File: config.mk
export PLATFORM = sky130hd
export DESIGN_NAME = mfvc_regs
export DESIGN_NICKNAME = d
export VERILOG_FILES = /design/src/mfvc_pkg.sv /design/src/mfvc_backoff.sv /design/src/mfvc_tag_filter.sv /design/src/mfvc_regs.sv
export SDC_FILE = /design/constraint.sdc
export NUM_CORES = 1
export LEC_CHECK = 0
export BUFFER_PORTS_ARGS = -buffer_cell sky130_fd_sc_hd__buf_2
export CAP_MARGIN = 20
export CORE_ASPECT_RATIO = 0.6
export CORE_MARGIN = 2
export CORE_UTILIZATION = 37
export CTS_CLUSTER_DIAMETER = 40
export DETAILED_ROUTE_END_ITERATION = 16
export SYNTH_ARGS = -nofsm -noshare
export SYNTH_HDL_FRONTEND = slang
export SYNTH_HIERARCHICAL = 1
export SYNTH_SLANG_ARGS = --single-unit
File: constraint.sdc
create_clock -name CLK -period 1.74 [get_ports CLK]
set_input_delay 0.261 -clock CLK [delete_from_list [all_inputs] [get_ports CLK]]
set_output_delay 0.261 -clock CLK [all_outputs]
set_load 0.01 [all_outputs]
File: src/mfvc_pkg.sv
// Package with offsets, field positions and reset values of the MAC config group.
`default_nettype none
package mfvc_pkg;
    localparam logic [4:0] OFF_JAM_LIMIT   = 5'h17;
    localparam logic [4:0] OFF_FLOW_CTRL   = 5'h1a;
    localparam logic [4:0] OFF_MAC_CONFIG  = 5'h1b;
    localparam logic [4:0] OFF_TAG_LOW     = 5'h1c;
    localparam logic [4:0] OFF_TAG_HIGH    = 5'h1d;
    localparam logic [4:0] OFF_BYTE_ORDER  = 5'h1e;
    localparam logic [4:0] OFF_HOST_WAKE   = 5'h1f;
    // Flow control register fields.
    localparam int FC_ENABLE_BIT   = 7;
    localparam int FC_BP_BIT       = 6;
    // MAC configuration fields, then the 1CH queue full and 1FH wake bits.
    localparam int MC_DUPLEX_BIT   = 7;
    localparam int MC_LEAK_DIS_BIT = 6;
    localparam int MC_B2B_BIT      = 5;
    localparam int MC_MEDIA_BIT    = 4;
    localparam int MC_TAG_BIT      = 3;
    localparam int MC_CAPTURE_BIT  = 2;
    localparam int MC_SHORT_BIT    = 1;
    localparam int MC_ZERO_BIT     = 0;
    localparam int TX_FULL_BIT     = 7;
    localparam int WAKE_BIT        = 0;
    // Reset values.
    localparam logic [7:0] RST_FLOW_CTRL  = 8'h07;
    localparam logic [7:0] RST_MAC_CONFIG = 8'h00;
    localparam logic [5:0] RST_JAM_LIMIT  = 6'h19;
    localparam logic [7:0] RST_TAG_LOW    = 8'h00;
    localparam logic [7:0] RST_TAG_HIGH   = 8'h00;
    localparam logic [7:0] RST_BYTE_ORDER = 8'h00;
    localparam logic [6:0] RST_END_PAGE   = 7'h00;
    // Back-off limits for the test modes, in slot times, and the VLAN tag type.
    localparam logic [9:0] BO_FIRST_CAPTURE = 10'h002;
    localparam logic [9:0] BO_SHORT_MASK    = 10'h003;
    localparam logic [15:0] TAG_TYPE_VLAN   = 16'h8100;
endpackage
`default_nettype wire

File: src/mfvc_backoff.sv
// Back-off slot count shaping under the MAC test modes.
`default_nettype none
module mfvc_backoff (
    input  wire logic       capture_effect_test,
    input  wire logic       short_backoff_test,
    input  wire logic       zero_backoff_test,
    input  wire logic [4:0] attempt,
    input  wire logic [9:0] random_slots,
    output logic      [9:0] slots
);
    // Zero wins over the other test modes since it is the most restrictive.
    always_comb begin
        slots = random_slots;
        if (zero_backoff_test) begin
            slots = 10'h000;
        end else if (capture_effect_test && attempt == 5'h01) begin
            slots = mfvc_pkg::BO_FIRST_CAPTURE;
        end else if (capture_effect_test && attempt == 5'h02) begin
            slots = 10'h000;
        end else if (short_backoff_test) begin
            slots = random_slots & mfvc_pkg::BO_SHORT_MASK;
        end
    end
endmodule
`default_nettype wire

File: src/mfvc_tag_filter.sv
// Receive tag filter that compares a frame tag with the programmed identifier.
`default_nettype none
module mfvc_tag_filter (
    input  wire logic        enable,
    input  wire logic        frame_tagged,
    input  wire logic [15:0] tag_type,
    input  wire logic [11:0] frame_id,
    input  wire logic [11:0] prog_id,
    output logic             accept
);
    // Untagged frames are dropped while filtering; a tagged frame with null id always passes.
    always_comb begin
        accept = 1'b1;
        if (enable) begin
            if (!frame_tagged) begin
                accept = 1'b0;
            end else if (tag_type == mfvc_pkg::TAG_TYPE_VLAN &&
                         frame_id != 12'h000 && frame_id != prog_id) begin
                accept = 1'b0;
            end
        end
    end
endmodule
`default_nettype wire

File: src/mfvc_regs.sv
// Flow, MAC configuration, tag, byte order and wake register group.
// Notes on behaviour
// - Flow bit 7 enables flow control, reset off.
// - Flow bit 6 back pressure, ignored full duplex.
// - Flow bits 5:0 free page threshold, reset 7.
// - Duplex read shows real mode, OR with transmit.
// - Internal PHY ignores both duplex inputs.
// - Bit 6 clear leaks back pressure after jams.
// - Bit 5 accepts transmit starts before completion.
// - Bit 4 selects internal or external PHY.
// - Bit 3 filters tagged frames on identifier.
// - Bit 2 capture test: back-off 2 then 0.
// - Bit 1 limits back-off to 0..3 slots.
// - Bit 0 forces zero back-off.
// - 1DH writes priority, canonical flag, id high.
// - 1CH bit 7 reports transmit queue full.
// - End page updates on clean transmit, 00 reset.
// - Non-zero byte order selects big endian.
// - 1FH bit 0 wakes device, self-clears.
// - Reading 1FH triggers software reset.
// - Jam limit 6-bit write-only, reset 19H.
`default_nettype none
module mfvc_regs (
    input  wire logic        CLK,
    input  wire logic        RST,
    input  wire logic [4:0]  ADDR,
    input  wire logic        WR_STB,
    input  wire logic        RD_STB,
    input  wire logic [7:0]  WDATA,
    output logic      [7:0]  RDATA,
    input  wire logic        TX_CONFIG_FULL,
    input  wire logic        PHY_FULL_DUPLEX,
    input  wire logic        TX_QUEUE_FULL,
    input  wire logic        TX_DONE_OK,
    input  wire logic [6:0]  TX_END_PAGE,
    input  wire logic        STOP_CMD,
    input  wire logic        AWAKE,
    input  wire logic [5:0]  COLLISION_RUN,
    input  wire logic [4:0]  BO_ATTEMPT,
    input  wire logic [9:0]  BO_RANDOM,
    input  wire logic        RX_TAGGED,
    input  wire logic [15:0] RX_TAG_TYPE,
    input  wire logic [11:0] RX_TAG_ID,
    output logic             RX_ACCEPT,
    output logic [9:0]       BO_SLOTS,
    output logic             FLOW_CTRL_ENABLE,
    output logic             BACKPRESSURE_ACTIVE,
    output logic [5:0]       HIGH_WATER_FREE_PAGES,
    output logic             MAC_DUPLEX,
    output logic             BACK_TO_BACK_TX,
    output logic             MEDIA_SELECT,
    output logic [2:0]       FRAME_URGENCY_CLASS,
    output logic             CANONICAL_FORMAT_FLAG,
    output logic             BIG_ENDIAN,
    output logic             WAKE_REQUEST,
    output logic             SOFT_RESET
);
    logic [7:0]  flow_q;
    logic [7:0]  mcfg_q;
    logic [5:0]  jam_q;
    logic [7:0]  tag_low_q;
    logic [7:0]  tag_high_q;
    logic [7:0]  border_q;
    logic        wake_q;
    logic [6:0]  end_page_q;
    logic        soft_rst_q;
    logic        wr_flow;
    logic        wr_mcfg;
    logic        wr_jam;
    logic        wr_tlow;
    logic        wr_thigh;
    logic        wr_border;
    logic        wr_wake;
    logic        duplex_full;
    logic [7:0]  rdata_d;

    ////////////////////////////////////////////////////////////////////////
    // Write decode; a single strobe cycle writes a register once.
    function automatic logic hit(input logic [4:0] a, input logic [4:0] off);
        hit = (a == off);
    endfunction

    assign wr_flow   = WR_STB && hit(ADDR, mfvc_pkg::OFF_FLOW_CTRL);
    assign wr_mcfg   = WR_STB && hit(ADDR, mfvc_pkg::OFF_MAC_CONFIG);
    assign wr_jam    = WR_STB && hit(ADDR, mfvc_pkg::OFF_JAM_LIMIT);
    assign wr_tlow   = WR_STB && hit(ADDR, mfvc_pkg::OFF_TAG_LOW);
    assign wr_thigh  = WR_STB && hit(ADDR, mfvc_pkg::OFF_TAG_HIGH);
    assign wr_border = WR_STB && hit(ADDR, mfvc_pkg::OFF_BYTE_ORDER);
    assign wr_wake   = WR_STB && hit(ADDR, mfvc_pkg::OFF_HOST_WAKE);

    ////////////////////////////////////////////////////////////////////////
    // Software reset pulse, one cycle after a read of the wake offset.
    always_ff @(posedge CLK or posedge RST) begin
        if (RST) begin
            soft_rst_q <= 1'b0;
        end else begin
            soft_rst_q <= RD_STB && hit(ADDR, mfvc_pkg::OFF_HOST_WAKE);
        end
    end
    assign SOFT_RESET = soft_rst_q;

    // Configuration registers; soft reset restores defaults, over any write.
    always_ff @(posedge CLK or posedge RST) begin
        if (RST) begin
            flow_q     <= mfvc_pkg::RST_FLOW_CTRL;
            mcfg_q     <= mfvc_pkg::RST_MAC_CONFIG;
            jam_q      <= mfvc_pkg::RST_JAM_LIMIT;
            tag_low_q  <= mfvc_pkg::RST_TAG_LOW;
            tag_high_q <= mfvc_pkg::RST_TAG_HIGH;
            border_q   <= mfvc_pkg::RST_BYTE_ORDER;
        end else if (soft_rst_q) begin
            flow_q     <= mfvc_pkg::RST_FLOW_CTRL;
            mcfg_q     <= mfvc_pkg::RST_MAC_CONFIG;
            jam_q      <= mfvc_pkg::RST_JAM_LIMIT;
            tag_low_q  <= mfvc_pkg::RST_TAG_LOW;
            tag_high_q <= mfvc_pkg::RST_TAG_HIGH;
            border_q   <= mfvc_pkg::RST_BYTE_ORDER;
        end else begin
            if (wr_flow) begin
                flow_q <= WDATA;
            end
            if (wr_mcfg) begin
                mcfg_q <= WDATA;
            end
            if (wr_jam) begin
                jam_q <= WDATA[5:0];
            end
            if (wr_tlow) begin
                tag_low_q <= WDATA;
            end
            if (wr_thigh) begin
                tag_high_q <= WDATA;
            end
            if (wr_border) begin
                border_q <= WDATA;
            end
        end
    end

    // Wake bit; soft reset clears it first, else a fresh write beats waking.
    always_ff @(posedge CLK or posedge RST) begin
        if (RST) begin
            wake_q <= 1'b0;
        end else if (soft_rst_q) begin
            wake_q <= 1'b0;
        end else if (wr_wake && WDATA[mfvc_pkg::WAKE_BIT]) begin
            wake_q <= 1'b1;
        end else if (AWAKE) begin
            wake_q <= 1'b0;
        end
    end
    assign WAKE_REQUEST = wake_q;

    // End page tracks clean transmissions; stop or soft reset zero it.
    always_ff @(posedge CLK or posedge RST) begin
        if (RST) begin
            end_page_q <= mfvc_pkg::RST_END_PAGE;
        end else if (STOP_CMD || soft_rst_q) begin
            end_page_q <= mfvc_pkg::RST_END_PAGE;
        end else if (TX_DONE_OK) begin
            end_page_q <= TX_END_PAGE;
        end
    end

    ////////////////////////////////////////////////////////////////////////
    // Duplex: the internal PHY decides alone; else either request forces full.
    always_comb begin
        if (!mcfg_q[mfvc_pkg::MC_MEDIA_BIT]) begin
            duplex_full = PHY_FULL_DUPLEX;
        end else begin
            duplex_full = mcfg_q[mfvc_pkg::MC_DUPLEX_BIT] | TX_CONFIG_FULL;
        end
    end

    // Back pressure stops after the jam limit unless leakage is disabled.
    always_comb begin
        BACKPRESSURE_ACTIVE = flow_q[mfvc_pkg::FC_BP_BIT] && !duplex_full;
        if (!mcfg_q[mfvc_pkg::MC_LEAK_DIS_BIT] && COLLISION_RUN >= jam_q) begin
            BACKPRESSURE_ACTIVE = 1'b0;
        end
    end

    assign FLOW_CTRL_ENABLE      = flow_q[mfvc_pkg::FC_ENABLE_BIT];
    assign HIGH_WATER_FREE_PAGES = flow_q[5:0];
    assign MAC_DUPLEX            = duplex_full;
    assign BACK_TO_BACK_TX       = mcfg_q[mfvc_pkg::MC_B2B_BIT];
    assign MEDIA_SELECT          = mcfg_q[mfvc_pkg::MC_MEDIA_BIT];
    assign FRAME_URGENCY_CLASS   = tag_high_q[7:5];
    assign CANONICAL_FORMAT_FLAG = tag_high_q[4];
    assign BIG_ENDIAN            = |border_q;

    ////////////////////////////////////////////////////////////////////////
    // Test-mode back-off shaping.
    mfvc_backoff u_backoff (
        .capture_effect_test (mcfg_q[mfvc_pkg::MC_CAPTURE_BIT]),
        .short_backoff_test  (mcfg_q[mfvc_pkg::MC_SHORT_BIT]),
        .zero_backoff_test   (mcfg_q[mfvc_pkg::MC_ZERO_BIT]),
        .attempt             (BO_ATTEMPT),
        .random_slots        (BO_RANDOM),
        .slots               (BO_SLOTS)
    );

    // Receive tag filter.
    mfvc_tag_filter u_filter (
        .enable       (mcfg_q[mfvc_pkg::MC_TAG_BIT]),
        .frame_tagged (RX_TAGGED),
        .tag_type     (RX_TAG_TYPE),
        .frame_id     (RX_TAG_ID),
        .prog_id      ({tag_high_q[3:0], tag_low_q}),
        .accept       (RX_ACCEPT)
    );

    ////////////////////////////////////////////////////////////////////////
    // Read mux; write-only offsets read as zero.
    always_comb begin
        case (ADDR)
            mfvc_pkg::OFF_FLOW_CTRL:  rdata_d = flow_q;
            mfvc_pkg::OFF_MAC_CONFIG: rdata_d = {duplex_full, mcfg_q[6:0]};
            mfvc_pkg::OFF_TAG_LOW:    rdata_d = {TX_QUEUE_FULL, end_page_q};
            default:                  rdata_d = 8'h00;
        endcase
    end

    // Read data is registered: valid the cycle after the read strobe.
    always_ff @(posedge CLK or posedge RST) begin
        if (RST) begin
            RDATA <= 8'h00;
        end else if (RD_STB) begin
            RDATA <= rdata_d;
        end
    end
endmodule
`default_nettype wire

Word-level counts from Yosys, hierarchy flattened
Index checks and enable logic that the tools add are counted.
Word-level totals
  input port bits: 80
  register bits: 63
  logic and storage cells: 78
  output and inout port bits: 37
Cells by class
  bitwise logic cells: 1
  muxes and demuxes: 27
  eq/ne operators: 11
  reductions and logical operators: 28
  order comparisons: 1
Operators with widths (number)
  8-bit two-way mux: 10
  10-bit two-way mux: 4
  5-bit equality test (second input constant): 7
  8-bit one-hot mux with 3 select lines: 1
  16-bit equality test (second input constant): 1
  1-bit logical AND: 15
  7-bit two-way mux: 2
  2-bit nonzero test: 7
  6-bit two-way mux: 2
  12-bit != test: 1
  12-bit nonzero test: 1
  1-bit two-way mux: 8
  8-bit OR reduction: 1
  6-bit greater-or-equal comparator: 1
  5-bit by 1-bit equality test with 1-bit output (second input constant): 1
  5-bit by 2-bit equality test with 1-bit output (second input constant): 1
  3-bit nonzero test: 1
  1-bit zero test: 2
  1-bit logical OR: 1
  1-bit bitwise OR: 1

Depth between registers and ports, before layout
  depth after elaboration: 6
  gate-level depth with buffers: 6
  mapped depth without buffers: 5

By module
Netlist, hierarchy kept.
Modules (own cells, without submodules)
  mfvc_regs: area each 3300.7 um2, times used 1, cells each 328, seq. area each 1584.0 um2
  mfvc_tag_filter: area each 215.2 um2, times used 1, cells each 28, seq. area each 0.0 um2
  mfvc_backoff: area each 140.1 um2, times used 1, cells each 18, seq. area each 0.0 um2

Least setup slack after synthesis
No wires, ideal clock.
  path type: reg-to-output
  start: register jam_q[3]
  end: output BACKPRESSURE_ACTIVE
  stages on the path, launching flop included: 6
  required time: 1479 ps
  setup slack: 61 ps
  arrival time: 1418 ps
  path buffers: 0
  cells stage by stage: dfstp_2 -> inv_1 -> ha_1 -> a21oi_1 -> o21ai_0 -> a221oi_1
Between the ends
  word-level cells in the longest chain between the ends: 3
Ends and longest elaborated chain
  start, declared: line mfvc_regs.sv:60  | logic [5:0] jam_q;
  start signal, assigned: line mfvc_regs.sv:107  | jam_q <= mfvc_pkg::RST_JAM_LIMIT;
  start signal, assigned: line mfvc_regs.sv:114  | jam_q <= mfvc_pkg::RST_JAM_LIMIT;
  start signal, assigned: line mfvc_regs.sv:126  | jam_q <= WDATA[5:0];
  6-bit greater-or-equal comparator: line mfvc_regs.sv:178  | if (!mcfg_q[mfvc_pkg::MC_LEAK_DIS_BIT] && COLLISION_RUN >= jam_q) begin
  1-bit logical AND: line mfvc_regs.sv:178
  1-bit two-way mux: line mfvc_regs.sv:178
  end, declared: line mfvc_regs.sv:47  | output logic BACKPRESSURE_ACTIVE,
No other way between the ends.

Final worst setup path
  start: register jam_q[0]
  end: output BACKPRESSURE_ACTIVE
The elaborated chain is that of the path after synthesis.

==> out/metrics.json <==
{
  "layout_worst_path_cycle_share": 1.149,
  "wl_per_cell_um": 16.36,
  "areaGrowthSynthToFinish_pct": 28.44,
  "achievable-frequency_ghz": 0.5000,
  "criticalPathCategory": "flip-flop to output pin",
  "report.final.slew_viol_count": 0,
  "violations": "negative setup slack",
  "initialDrtViolationCount": 235,
  "postRouteWirelength_um": 10180,
  "result_of_the_run": "finished, violations left",
  "firstDrtPassIters": 5,
  "die_area_mm2": 0.01072,
  "place.port_buffers": 116,
  "tightest_pin_transition_ns": 0.4974,
  "vias_per_cell": 5.241,
  "synth-async-reset-ratio": 1.000,
  "clock_tree_from_tritoncts": "built",
  "design.core.area_mm2": 0.009739,
  "ys.flop_type": "dfrtp_1",
  "routabilityCongestion": 0.7856,
  "synth-edff-count": 0,
  "setup_viol": 2,
  "die_x_um": 132.3,
  "hold_slack_ns": 0.1821,
  "finalHoldViolations": 0,
  "insertedDiodeCount": 0,
  "drive_gt1_frac": 0.3696,
  "total_number_of_vias": 3260,
  "post-synth-top-area-fraction": 0.3901,
  "syn_inst": 374,
  "worst_setup_path_end_kind": "output pin",
  "worstSkewPairLatency_ns": 0.32,
  "finalSetupTns_ns": -0.3884,
  "final_hpwl_dp_um": 7493,
  "cts_made_buffers": 9,
  "ir_drop_v": 0.0004755,
  "initial_utilization": 0.3754,
  "max_cap_viol_count": 0,
  "worst_clock_skew_ns": 0.008164,
  "grt_usage": 0.1927,
  "cts.path.max_buffers": 2,
  "synthTopCellsByArea": "dfrtp_1, mux2i_1, nand3_1",
  "post_synth_num_cell_types": 56,
  "cp.arrival_ns": 1.74,
  "worst_slack_ns": -0.2598,
  "pin_count": 117,
  "start_kind": "flip-flop",
  "min_path_type": "primary input to flip-flop",
  "path_clk_slew_ns": 0.06,
  "htree_levels": 3,
  "antenna_violations_before_repair": 0,
  "placementRows": 28,
  "grt_pass1_vias": 3140,
  "synth.most_common_cell": "dfrtp_1",
  "ant_nets": 0,
  "detail_route.drc_violations": 0,
  "grt_overflow": 0,
  "dpl_cell_area_mm2": 0.004289,
  "synth.yosys.seq_area_share": 0.4333,
  "stdcell_area_mm2": 0.004696,
  "die_h_um": 81.00,
  "power.density_mw_per_mm2": 1047,
  "ys.warnings.count": 6,
  "timing.slew.headroom": 0.6674,
  "power_leakage_nw": 2.245,
  "clockRootBuffer": "clkbuf_16",
  "yosysTopAreaCell": "dfrtp_1",
  "rsz0062_at_grt": "true",
  "crit_required_ns": 1.48,
  "synthTopCellsByCount": "dfrtp_1, nand3_1, a21oi_1, o21ai_0, mux2i_1",
  "maximum_number_of_pins_on_one_net_before_global_route_repair": 46,
  "finalWorstPathRequiredPeriod_ns": 2.000,
  "synthesized_netlist_net_count": 460,
  "yosys_register_bits": 63,
  "grt_pass1_wl_um": 16100,
  "worst-path-max-fanout": 2,
  "fin_nets": 568,
  "syn-cell-area_mm2": 0.003656,
  "cts_sink_cnt": 63,
  "per_instance_average_area_after_synthesis_um2": 9.775
}
[layer usage]
layer	up-vias	GRT usage	wire length, um
met5	-	0	0
met4	0	0.05699	95
met3	8	0.05243	733
met2	115	0.2907	4421
met1	1589	0.2720	4927
li1	1548	-	-
[placed cells by master (no fill, tap or decap), types with 2 or more instances in the layout]
master     Yosys  layout
nand2_1        5       4
ha_4           0       2
nand2b_4       1       2
a21oi_1       32      30
nor4_1         8       6
mux2_2         3       3
a21oi_2        0       2
nand4_1        3       3
bufinv_16      0       2
nand2_2        1       2
mux2i_1       26      26
a311o_1        2       2
o2bb2ai_1      3       3
nor2b_1        2       2
and4b_1        2       2
a221o_1        4       4
dfstp_2        6       6
ha_1           6       4
nor3_1         5       5
nor4_2         1       3
nor2_1        20      20
a32oi_1        6       6
nand3_1       33      33
inv_1         12      10
and2_1         8       8
and2b_2        2       2
xor2_1        13      13
clkbuf_1      10       2
nand2b_1      24      23
o21ai_0       32      31
buf_2          3     116
clkinv_2       0       2
clkbuf_16      0       9
dfrtp_1       57      57
buf_4         13      12
[repair_timing]
action	4_1_cts	5_1_grt
hold endpoints to repair	15	0
resized for setup	5	8
setup endpoints to repair	11	12
pin swaps	4	3
hold buffers	1	0
setup buffers	1	0
[path summary, 6_finish.rpt]
kind | startpoint | to | slack [ns] | cells past startpoint
setup / recovery | jam_q[0]$_DFFE_PP1P_ | BACKPRESSURE_ACTIVE | -0.26 | 5
hold / removal | TX_END_PAGE[5] | end_page_q[5]$_DFFE_PP0P_ | 0.18 | 3
setup reg to reg | mcfg_q[7]$_DFFE_PP0P_ | RDATA[7]$_DFFE_PP0P_ | 0.41 | 4
hold reg to reg | RDATA[4]$_DFFE_PP0P_ | RDATA[4]$_DFFE_PP0P_ | 0.49 | 1
max in group asynchronous | RST | flow_q[1]$_DFFE_PP1P_ | 0.62 | 4
min in group asynchronous | RST | jam_q[2]$_DFFE_PP0P_ | 0.50 | 3
[cells by family (layout without fill, tap and decap cells)]
logic type      Yosys count  count (layout)  share of synthesized area
simple gates            132             132                     0.2177
compound gates           86              86                     0.1437
xor+xnor                 13              13                    0.03114
flops                    63              63                     0.4333
fa+ha+maj                 6               6                    0.02053
buf+inv                  45             158                    0.07323
mux                      29              29                    0.08042
[layout make-up]
type / count / area [um2]
Clock buffer: 12 / 246.5
Clock inverter: 4 / 70.07
Fill cell: 955 / 5044
Inverter: 12 / 48.80
Multi-Input combinational cell: 266 / 1877
Sequential cell: 63 / 1584
Tap cell: 135 / 168.9
Timing Repair Buffer: 130 / 700.7
[registers in the layout, summed over array words and instances, names as in the netlist]
signal and count:
RDATA 8, border_q 8, flow_q 8, mcfg_q 8, tag_high_q 8, tag_low_q 8
end_page_q 7, jam_q 6, SOFT_RESET 1, WAKE_REQUEST 1
[where the power goes]
| group | switching [W] | internal (W) | leakage, nW |
|---|---|---|---|
| sequential | 0.000187 | 0.00172 | 0.809 |
| combinational | 0.000581 | 0.000530 | 1.28 |
| clock | 0.000613 | 0.00129 | 0.157 |
| total | 0.00138 | 0.00354 | 2.24 |
[through the flow]
step	total power (W)	cells	util	setup WS (ns)
floorplan	0.002563	374	-	0.06128
global placement	0.002927	604	0.4404	0.02367
detailed placement	0.002958	604	0.4404	-0.03146
CTS	0.004915	622	0.4787	-0.2696
global route	0.005175	622	0.4821	-0.3158
finish	0.004918	622	0.4821	-0.2598
[worst max-delay path: stages, from the launching register on]
cell and delay (ns):
dfstp_2 0.55, ha_4 0.19, nand2b_4 0.13, a21o_1 0.16
a221oi_2 0.23, buf_2 0.16
No activity file was read; power rests on OpenSTA's default activity.
